[src/design/dma_pair_defs.svh]
`ifndef DMA_PAIR_DEFS_SVH
`define DMA_PAIR_DEFS_SVH
// register byte offsets
`define OFS_RX_POINTER      12'h100
`define OFS_RX_COUNTER      12'h104
`define OFS_TX_POINTER      12'h108
`define OFS_TX_COUNTER      12'h10c
`define OFS_RX_NEXT_POINTER 12'h110
`define OFS_RX_NEXT_COUNTER 12'h114
`define OFS_TX_NEXT_POINTER 12'h118
`define OFS_TX_NEXT_COUNTER 12'h11c
`define OFS_CONTROL         12'h120
`define OFS_STATUS          12'h124
`define OFS_IRQ_STATUS      12'h128
`define OFS_IRQ_MASK        12'h12c
// control and status bit positions
`define BIT_RX_ENABLE       0
`define BIT_RX_DISABLE      1
`define BIT_TX_ENABLE       8
`define BIT_TX_DISABLE      9
// interrupt status bit positions
`define BIT_IRQ_RX_END      0
`define BIT_IRQ_RX_FULL     1
`define BIT_IRQ_TX_END      2
`define BIT_IRQ_TX_EMPTY    3
`define IRQ_BITS            4
`define COUNT_BITS          16
`define ADDR_BITS           12
`define ZERO_WORD           32'h0000_0000
`define ZERO_COUNT          16'h0000
`define ONE_COUNT           16'h0001
// transfer sizes
`define SIZE_BYTE           2'h0
`define SIZE_HALF           2'h1
`define SIZE_WORD           2'h2
`define STEP_BYTE           32'h0000_0001
`define STEP_HALF           32'h0000_0002
`define STEP_WORD           32'h0000_0004
`endif

[src/design/dma_pair_pkg.sv]
package dma_pair_pkg;
  typedef struct packed
  {
    logic [31:0] pointer;
    logic [15:0] count;
    logic [31:0] next_pointer;
    logic [15:0] next_count;
  } channel_state_type;

  typedef struct packed
  {
    logic        request;
    logic [1:0]  size;
  } transfer_req_type;
endpackage

[src/design/peripheral_dma_channel_pair.sv]
// What this block does
// - software read/write transmit memory pointer
// - transmit counter; zero stops transmit transfers
// - receive next pointer register
// - receive next counter, sixteen bits
// - transmit next pointer register
// - transmit next counter, sixteen bits
// - receive enable write, unless disable also set
// - receive disable write stops receive requests
// - transmit enable write starts transmit requests
// - transmit disable write stops transmit requests
// - status bit 0 shows receive enabled
// - status bit 8 shows transmit enabled
// - each transfer steps pointer, decrements counter
// - counter zero reloads from a nonzero next counter, clears next counter
// - end flag, and both-empty flag
// - counter writes clear that end flag
`timescale 1ns/1ps
`include "dma_pair_defs.svh"

module peripheral_dma_channel_pair
#(
  // fixed by the register layout; other values are refused below
  parameter int ADDR_WIDTH  = `ADDR_BITS,
  parameter int COUNT_WIDTH = `COUNT_BITS
)
(
  // apb clock and reset
  input  wire logic        pclk,
  input  wire logic        presetn,
  // apb slave
  input  wire logic        psel,
  input  wire logic        penable,
  input  wire logic        pwrite,
  input  wire logic [11:0] paddr,
  input  wire logic [31:0] pwdata,
  output logic      [31:0] prdata,
  output logic             pready,
  output logic             pslverr,
  // peripheral ready strobes, same clock domain
  input  wire logic        rx_ready,
  input  wire logic        tx_ready,
  input  wire logic [1:0]  transfer_size,
  // transfer done from system bus, one pulse each
  input  wire logic        rx_done,
  input  wire logic        tx_done,
  // transfer requests toward system bus
  output logic             rx_transfer_req,
  output logic             tx_transfer_req,
  output logic      [31:0] rx_address,
  output logic      [31:0] tx_address,
  // flags to peripheral status and interrupt
  output logic             rx_buffer_end_flag,
  output logic             tx_buffer_end_flag,
  output logic             rx_buffers_full_flag,
  output logic             tx_buffers_empty_flag,
  output logic             irq
);

  // the channel struct and the address decode are built for one layout only
  generate
    if (ADDR_WIDTH != `ADDR_BITS || COUNT_WIDTH != `COUNT_BITS)
    begin : g_bad_params
      $error("unsupported address or counter width");
    end
  endgenerate

  dma_pair_pkg::channel_state_type rx;
  dma_pair_pkg::channel_state_type tx;
  logic                      rx_request_enable;
  logic                      tx_request_enable;
  logic [`IRQ_BITS-1:0]      irq_status;
  logic [`IRQ_BITS-1:0]      irq_mask;
  dma_pair_pkg::transfer_req_type rx_req;
  dma_pair_pkg::transfer_req_type tx_req;

  // apb decode; zero wait states
  wire        access      = psel & penable;
  wire        wr          = access & pwrite;
  wire        rd_phase    = psel & ~penable & ~pwrite;
  wire        hit_rp      = paddr == `OFS_RX_POINTER;
  wire        hit_rc      = paddr == `OFS_RX_COUNTER;
  wire        hit_tp      = paddr == `OFS_TX_POINTER;
  wire        hit_tc      = paddr == `OFS_TX_COUNTER;
  wire        hit_rnp     = paddr == `OFS_RX_NEXT_POINTER;
  wire        hit_rnc     = paddr == `OFS_RX_NEXT_COUNTER;
  wire        hit_tnp     = paddr == `OFS_TX_NEXT_POINTER;
  wire        hit_tnc     = paddr == `OFS_TX_NEXT_COUNTER;
  wire        hit_ctl     = paddr == `OFS_CONTROL;
  wire        hit_sts     = paddr == `OFS_STATUS;
  wire        hit_ist     = paddr == `OFS_IRQ_STATUS;
  wire        hit_imk     = paddr == `OFS_IRQ_MASK;
  wire        hit_any     = hit_rp | hit_rc | hit_tp | hit_tc | hit_rnp | hit_rnc | hit_tnp | hit_tnc
                            | hit_ctl | hit_sts | hit_ist | hit_imk;
  // write-only control and read-only status refuse the wrong direction
  wire        bad_access  = ~hit_any | (hit_ctl & ~pwrite) | (hit_sts & pwrite);

  wire [15:0] wcount      = pwdata[COUNT_WIDTH-1:0];

  // step size latched with the request, so a size change mid-transfer is harmless
  wire [31:0] rx_inc      = (rx_req.size == `SIZE_WORD) ? `STEP_WORD :
                            (rx_req.size == `SIZE_HALF) ? `STEP_HALF : `STEP_BYTE;
  wire [31:0] tx_inc      = (tx_req.size == `SIZE_WORD) ? `STEP_WORD :
                            (tx_req.size == `SIZE_HALF) ? `STEP_HALF : `STEP_BYTE;

  // request raised only while enabled and counter nonzero
  wire        rx_go       = rx_request_enable & (rx.count != `ZERO_COUNT) & rx_ready & ~rx_req.request;
  wire        tx_go       = tx_request_enable & (tx.count != `ZERO_COUNT) & tx_ready & ~tx_req.request;

  // control write decode; disable wins over enable on both channels
  wire        ctl_wr      = wr & hit_ctl;
  wire        rx_dis_wr   = ctl_wr & pwdata[`BIT_RX_DISABLE];
  wire        rx_en_wr    = ctl_wr & pwdata[`BIT_RX_ENABLE] & ~pwdata[`BIT_RX_DISABLE];
  wire        tx_dis_wr   = ctl_wr & pwdata[`BIT_TX_DISABLE];
  wire        tx_en_wr    = ctl_wr & pwdata[`BIT_TX_ENABLE] & ~pwdata[`BIT_TX_DISABLE];

  // channel advance after a completed transfer
  function automatic dma_pair_pkg::channel_state_type advance
  (
    input dma_pair_pkg::channel_state_type cur,
    input logic [31:0]                     inc
  );
    dma_pair_pkg::channel_state_type nxt;
    nxt = cur;
    nxt.pointer = cur.pointer + inc;
    nxt.count   = cur.count - `ONE_COUNT;
    // an empty next buffer leaves the pointer just past the last transfer
    if (nxt.count == `ZERO_COUNT && cur.next_count != `ZERO_COUNT)
    begin
      // chain into the next buffer
      nxt.pointer    = cur.next_pointer;
      nxt.count      = cur.next_count;
      nxt.next_count = `ZERO_COUNT;
    end
    return nxt;
  endfunction

  // software writes take effect after a transfer update in the same cycle
  function automatic dma_pair_pkg::channel_state_type sw_write
  (
    input dma_pair_pkg::channel_state_type cur,
    input logic                            wp,
    input logic                            wc,
    input logic                            wnp,
    input logic                            wnc,
    input logic [31:0]                     data,
    input logic [15:0]                     cdata
  );
    dma_pair_pkg::channel_state_type nxt;
    nxt = cur;
    if (wp)
      nxt.pointer = data;
    if (wc)
      nxt.count = cdata;
    if (wnp)
      nxt.next_pointer = data;
    if (wnc)
      nxt.next_count = cdata;
    return nxt;
  endfunction

  wire rx_step = rx_req.request & rx_done;
  wire tx_step = tx_req.request & tx_done;

  dma_pair_pkg::channel_state_type next_rx;
  dma_pair_pkg::channel_state_type next_tx;
  assign next_rx = sw_write(rx_step ? advance(rx, rx_inc) : rx, wr & hit_rp, wr & hit_rc, wr & hit_rnp,
                            wr & hit_rnc, pwdata, wcount);
  assign next_tx = sw_write(tx_step ? advance(tx, tx_inc) : tx, wr & hit_tp, wr & hit_tc, wr & hit_tnp,
                            wr & hit_tnc, pwdata, wcount);

  // counter reaching zero by transfer
  wire rx_hit_zero = rx_step & (rx.count == `ONE_COUNT);
  wire tx_hit_zero = tx_step & (tx.count == `ONE_COUNT);
  wire rx_cnt_wr   = wr & (hit_rc | hit_rnc);
  wire tx_cnt_wr   = wr & (hit_tc | hit_tnc);

  // flag levels; end set on reaching zero, cleared by counter writes
  wire next_rx_end  = rx_hit_zero | (rx_buffer_end_flag & ~rx_cnt_wr);
  wire next_tx_end  = tx_hit_zero | (tx_buffer_end_flag & ~tx_cnt_wr);
  wire next_rx_full = (next_rx.count == `ZERO_COUNT) & (next_rx.next_count == `ZERO_COUNT);
  wire next_tx_empty = (next_tx.count == `ZERO_COUNT) & (next_tx.next_count == `ZERO_COUNT);

  // sticky interrupt events; set wins over write-one-to-clear
  wire [`IRQ_BITS-1:0] irq_event;
  assign irq_event[`BIT_IRQ_RX_END]   = next_rx_end & ~rx_buffer_end_flag;
  assign irq_event[`BIT_IRQ_RX_FULL]  = next_rx_full & ~rx_buffers_full_flag;
  assign irq_event[`BIT_IRQ_TX_END]   = next_tx_end & ~tx_buffer_end_flag;
  assign irq_event[`BIT_IRQ_TX_EMPTY] = next_tx_empty & ~tx_buffers_empty_flag;
  wire [`IRQ_BITS-1:0] irq_clear  = (wr & hit_ist) ? pwdata[`IRQ_BITS-1:0] : {`IRQ_BITS{1'b0}};
  wire [`IRQ_BITS-1:0] next_irq_status = irq_event | (irq_status & ~irq_clear);

  // read mux; unused bits read zero
  wire [31:0] status_word = {23'h000000, tx_request_enable, 7'h00, rx_request_enable};
  wire [31:0] read_word   = hit_rp  ? rx.pointer :
                            hit_rc  ? {16'h0000, rx.count} :
                            hit_tp  ? tx.pointer :
                            hit_tc  ? {16'h0000, tx.count} :
                            hit_rnp ? rx.next_pointer :
                            hit_rnc ? {16'h0000, rx.next_count} :
                            hit_tnp ? tx.next_pointer :
                            hit_tnc ? {16'h0000, tx.next_count} :
                            hit_sts ? status_word :
                            hit_ist ? {28'h0000000, irq_status} :
                            hit_imk ? {28'h0000000, irq_mask} : `ZERO_WORD;

  // request handshake: held until the bus side reports done
  wire next_rx_reqd = rx_go | (rx_req.request & ~rx_done);
  wire next_tx_reqd = tx_go | (tx_req.request & ~tx_done);

  always_ff @(posedge pclk or negedge presetn)
  begin
    if (!presetn)
    begin
      rx <= '0;
      tx <= '0;
    end
    else
    begin
      rx <= next_rx;
      tx <= next_tx;
    end
  end

  always_ff @(posedge pclk or negedge presetn)
  begin
    if (!presetn)
    begin
      rx_request_enable <= 1'b0;
      tx_request_enable <= 1'b0;
    end
    else
    begin
      if (rx_dis_wr | rx_en_wr)
        rx_request_enable <= rx_en_wr;
      if (tx_dis_wr | tx_en_wr)
        tx_request_enable <= tx_en_wr;
    end
  end

  always_ff @(posedge pclk or negedge presetn)
  begin
    if (!presetn)
    begin
      rx_req                <= '0;
      tx_req                <= '0;
      rx_address            <= `ZERO_WORD;
      tx_address            <= `ZERO_WORD;
      rx_transfer_req       <= 1'b0;
      tx_transfer_req       <= 1'b0;
    end
    else
    begin
      rx_req.request        <= next_rx_reqd;
      tx_req.request        <= next_tx_reqd;
      if (rx_go)
        rx_req.size         <= transfer_size;
      if (tx_go)
        tx_req.size         <= transfer_size;
      if (rx_go)
        rx_address          <= rx.pointer;
      if (tx_go)
        tx_address          <= tx.pointer;
      rx_transfer_req       <= next_rx_reqd;
      tx_transfer_req       <= next_tx_reqd;
    end
  end

  always_ff @(posedge pclk or negedge presetn)
  begin
    if (!presetn)
    begin
      rx_buffer_end_flag    <= 1'b0;
      tx_buffer_end_flag    <= 1'b0;
      rx_buffers_full_flag  <= 1'b1;
      tx_buffers_empty_flag <= 1'b1;
      irq_status            <= {`IRQ_BITS{1'b0}};
      irq_mask              <= {`IRQ_BITS{1'b0}};
      irq                   <= 1'b0;
    end
    else
    begin
      rx_buffer_end_flag    <= next_rx_end;
      tx_buffer_end_flag    <= next_tx_end;
      rx_buffers_full_flag  <= next_rx_full;
      tx_buffers_empty_flag <= next_tx_empty;
      irq_status            <= next_irq_status;
      if (wr & hit_imk)
        irq_mask            <= pwdata[`IRQ_BITS-1:0];
      irq                   <= |(next_irq_status & ((wr & hit_imk) ? pwdata[`IRQ_BITS-1:0] : irq_mask));
    end
  end

  // read data registered in setup so the access phase answers at once
  always_ff @(posedge pclk or negedge presetn)
  begin
    if (!presetn)
    begin
      prdata  <= `ZERO_WORD;
      pready  <= 1'b0;
      pslverr <= 1'b0;
    end
    else
    begin
      prdata  <= rd_phase ? read_word : `ZERO_WORD;
      pready  <= psel & ~penable;
      pslverr <= psel & ~penable & bad_access;
    end
  end

endmodule

[config.mk]
export PLATFORM = sky130hd
export DESIGN_NAME = peripheral_dma_channel_pair
export DESIGN_NICKNAME = d
export VERILOG_FILES = /design/src/design/dma_pair_pkg.sv /design/src/design/peripheral_dma_channel_pair.sv
export VERILOG_INCLUDE_DIRS = /design/src /design/src/design
export SDC_FILE = /design/constraint.sdc
export NUM_CORES = 1
export LEC_CHECK = 0
export ABC_AREA = 0
export BUFFER_PORTS_ARGS = -buffer_cell sky130_fd_sc_hd__buf_2
export CAP_MARGIN = 30
export CORE_MARGIN = 2
export CORE_UTILIZATION = 41
export CTS_BUF_LIST = sky130_fd_sc_hd__clkbuf_16
export DETAILED_ROUTE_END_ITERATION = 8
export HOLD_SLACK_MARGIN = 0.06
export SLEW_MARGIN = 20
export SYNTH_ARGS = -nofsm -noshare
export SYNTH_HDL_FRONTEND = slang
export SYNTH_SLANG_ARGS = --single-unit
export TNS_END_PERCENT = 50
[constraint.sdc]
create_clock -name pclk -period 4.01 [get_ports pclk]
set_input_delay 0.401 -clock pclk [delete_from_list [all_inputs] [get_ports pclk]]
set_output_delay 0.401 -clock pclk [all_outputs]
set_load 0.02 [all_outputs]
==> impl_metrics.toml <==
[placement]
place_congestion = 0.969
place_inst = 2416
placement.io_buffers = 159
dpl.hpwl_um = 47200

[global_route]
grt.total_usage = 0.298
grt_overflow = 0
grt_pass1_vias = 14452
grt_max_degree = 101
antenna_found_initial = 4
grt_first_pass_wirelength_um = 97200

[cts]
ctsResizeCount = 0
tritoncts = "done"
cts_root_buf = "clkbuf_16"
ctsHtreeMaxLevel = 2
cts_buffer_depth = 3
worstSkewPairLatency_ns = 0.57
numCtsBuffers = 37
cts.sinks = 311
clk_pin_slew_ns = 0.06

[final_layout]
area_delta_synth_final_pct = 17.4
instances_no_fill = 2486
final_util = 0.487
nNetsFinal = 1997
drive_above_1_share = 0.236

[route]
wl_per_cell_um = 26.1
drt-total-wl_um = 64900
drc = 0
antenna_left = 0
first_pass_iters = 7
viasPerCell = 6.18
num_vias = 15360
first_iter_violations = 1866

[logic_synthesis]
syn_inst = 1780
synth_cell_types = 82
synth.avg_cell_area_um2 = 9.52
ys.flop_type = "dfrtp_1"
synth_top_area_frac = 0.456
postSynth.asyncResetShare = 1.00
seq_area_frac_synth = 0.459
syn-cell-area_mm2 = 0.0169
ys_ff_latch = 311
synth_fp_nets = 1853
synth_top_area_cell = "dfrtp_1"
synth_edf_count = 0
netlist_top_cells_area = "dfrtp_1 (46%), mux2_2 (8.2%), o21ai_0 (4.3%), nand2_1 (4.2%), a21oi_1 (3.7%)"
yosys_warnings = 0

[die]
dieArea_mm2 = 0.0430
rows = 74
die_x_um = 207
start_util = 0.415
die_h_um = 207
coreArea_mm2 = 0.0408
top_level_ports = 160

[power_and_ir_drop]
p_sw_frac = 0.239
p_leak_nw = 9.36
peakVddDrop_mv = 0.256
seq_power_share = 0.442
clkPwrFrac = 0.508
power_density_mw_per_mm2 = 359
p_sw_w = 0.00171
p_int_w = 0.00544
p_comb_frac = 0.049
finalPower_w = 0.00715

[timing]
post-route-period-util = 0.945
rsz0062_at_grt = "false"
clock.fmax_mhz = 264
setup_viol = 0
final.min_clock_period_ns = 3.79
relSlewSlack = 0.354
hold_viol_final = 0
maxSlewViolCount = 0
worst_pin_slew_ns = 0.965
clock-skew-final_ns = 0.0236

[critical_path]
worstPathMaxFanout = 8
path_class = "register to register"
crit_path_end_kind = "register"
start_kind = "register"
r2r_slack_ns = 0.22
worstPathRequired_ns = 4.46
cp.arrival_ns = 4.24

[status]
status = "finished clean"

[hold_path]
hold_path_class = "input port to register"

[run]
maxCapViolations = 0
==> kinds of logic (layout without fill, tap and decap cells) <==
| group | Yosys count | in the layout | share of synthesized area |
|---|---|---|---|
| other cells | 0 | 1 | 0 |
| fa+ha+maj | 18 | 18 | 0.0142 |
| xor+xnor | 37 | 37 | 0.0191 |
| mux | 155 | 155 | 0.109 |
| simple gates | 568 | 568 | 0.163 |
| compound gates | 529 | 529 | 0.197 |
| flops | 311 | 311 | 0.459 |
| buf+inv | 162 | 335 | 0.0385 |
==> metal layers <==
metal / vias up / global-route usage / share of wire / wire, um
li1: 6880 / - / - / -
met1: 7521 / 0.450 / 0.44 / 28800
met2: 835 / 0.417 / 0.42 / 27100
met3: 122 / 0.0688 / 0.11 / 6820
met4: 2 / 0.0998 / 0.033 / 2160
met5: - / 0 / 0.00020 / 13
==> layout make-up <==
class / count / area [um2]
diodes: 1 / 2.50
clock buffers: 38 / 951
clock inverters: 30 / 357
fillers: 3821 / 20900
inverters: 26 / 97.6
multi-input cells: 1307 / 8550
flip-flops and latches: 311 / 7780
well taps: 532 / 666
repair buffers: 241 / 1490
==> cell usage in the layout (no fill, tap or decap), drive strengths merged, types with 12 or more instances in the layout <==
| cell type | count |
|---|---|
| inv | 30 |
| nand2 | 188 |
| mux2 | 124 |
| a31oi | 33 |
| buf | 240 |
| nand4 | 25 |
| ha | 16 |
| o22ai | 46 |
| xor2 | 16 |
| dfrtp | 309 |
| xnor2 | 21 |
| clkbuf | 38 |
| nand3 | 54 |
| o21ai | 147 |
| a22o | 33 |
| and3 | 23 |
| a21oi | 128 |
| nor3 | 37 |
| a211oi | 24 |
| a22oi | 15 |
| nor4 | 28 |
| nor2 | 148 |
| mux2i | 20 |
| a222oi | 12 |
| a21o | 25 |
| clkinv | 13 |
==> power by group through the flow <==
stage	logic, W	clock network, W	registers [W]
floorplan	0.000124	0	0.00322
global placement	0.000348	0	0.00322
detailed placement	0.000349	0	0.00322
CTS	0.000350	0.00370	0.00316
global route	0.000379	0.00383	0.00316
finish	0.000353	0.00364	0.00316
==> registers in the layout (all words and copies together), names as in the netlist, 4 cells and up <==
signal / cells
rx_address: 32
tx_address: 32
irq_mask: 4
tx: 96
rx: 96
irq_status: 4
prdata: 32
==> path summary, 6_finish.rpt <==
kind	from	to	cells past startpoint
max in group asynchronous	presetn	tx_address[30]	4
hold / removal	pwdata[22]	rx[86]	2
hold reg to reg	rx_address[16]	rx_address[16]	1
setup reg to reg	tx[49]	irq	12
setup / recovery	tx[49]	irq	12
min in group asynchronous	presetn	tx[58]	2
==> timing repair <==
item                                   4_1_cts  5_1_grt
endpoints found under the hold margin       94        0
buffers inserted                             0        0
hold buffers                                 1        0
==> synth_stat cells, drive strengths merged, types with 5 or more instances <==
library cell	count
dfrtp	309
nand2	188
nor2	148
o21ai	147
a21oi	128
mux2	124
clkbuf	104
nand3	54
o22ai	46
nor3	37
a22o	33
a31oi	33
buf	32
nor4	28
inv	26
a21o	25
nand4	25
a211oi	24
and3	23
xnor2	21
mux2i	20
ha	16
xor2	16
a22oi	15
a222oi	12
and2	11
mux4	11
o211ai	11
and4	8
o31ai	8
or3	8
o22a	7
or4	6
nand2b	5
nand3b	5
==> worst max-delay path: stages (launching register included) <==
cell      delay [ns]
dfrtp_1         0.43
inv_1           0.15
ha_1            0.33
and3_1          0.28
nand4_1         0.16
nor3_1          0.23
xnor2_1         0.16
a21oi_1         0.10
or4_1           0.53
nor4_1          0.34
nand4b_1        0.15
or4b_4          0.54
o41ai_2         0.30
==> stage by stage <==
stage	setup WS [ns]	hold WS (ns)	TNS (ns)	instance area, um2
floorplan	0.703	0.105	0	16900
global placement	-0.0992	0.485	-0.119	18600
detailed placement	-0.147	0.490	-0.201	18600
CTS	0.262	0.0790	0	19900
global route	0.00873	0.101	0	19900
finish	0.221	0.100	0	19900
No activity file was read; power rests on OpenSTA's default activity.
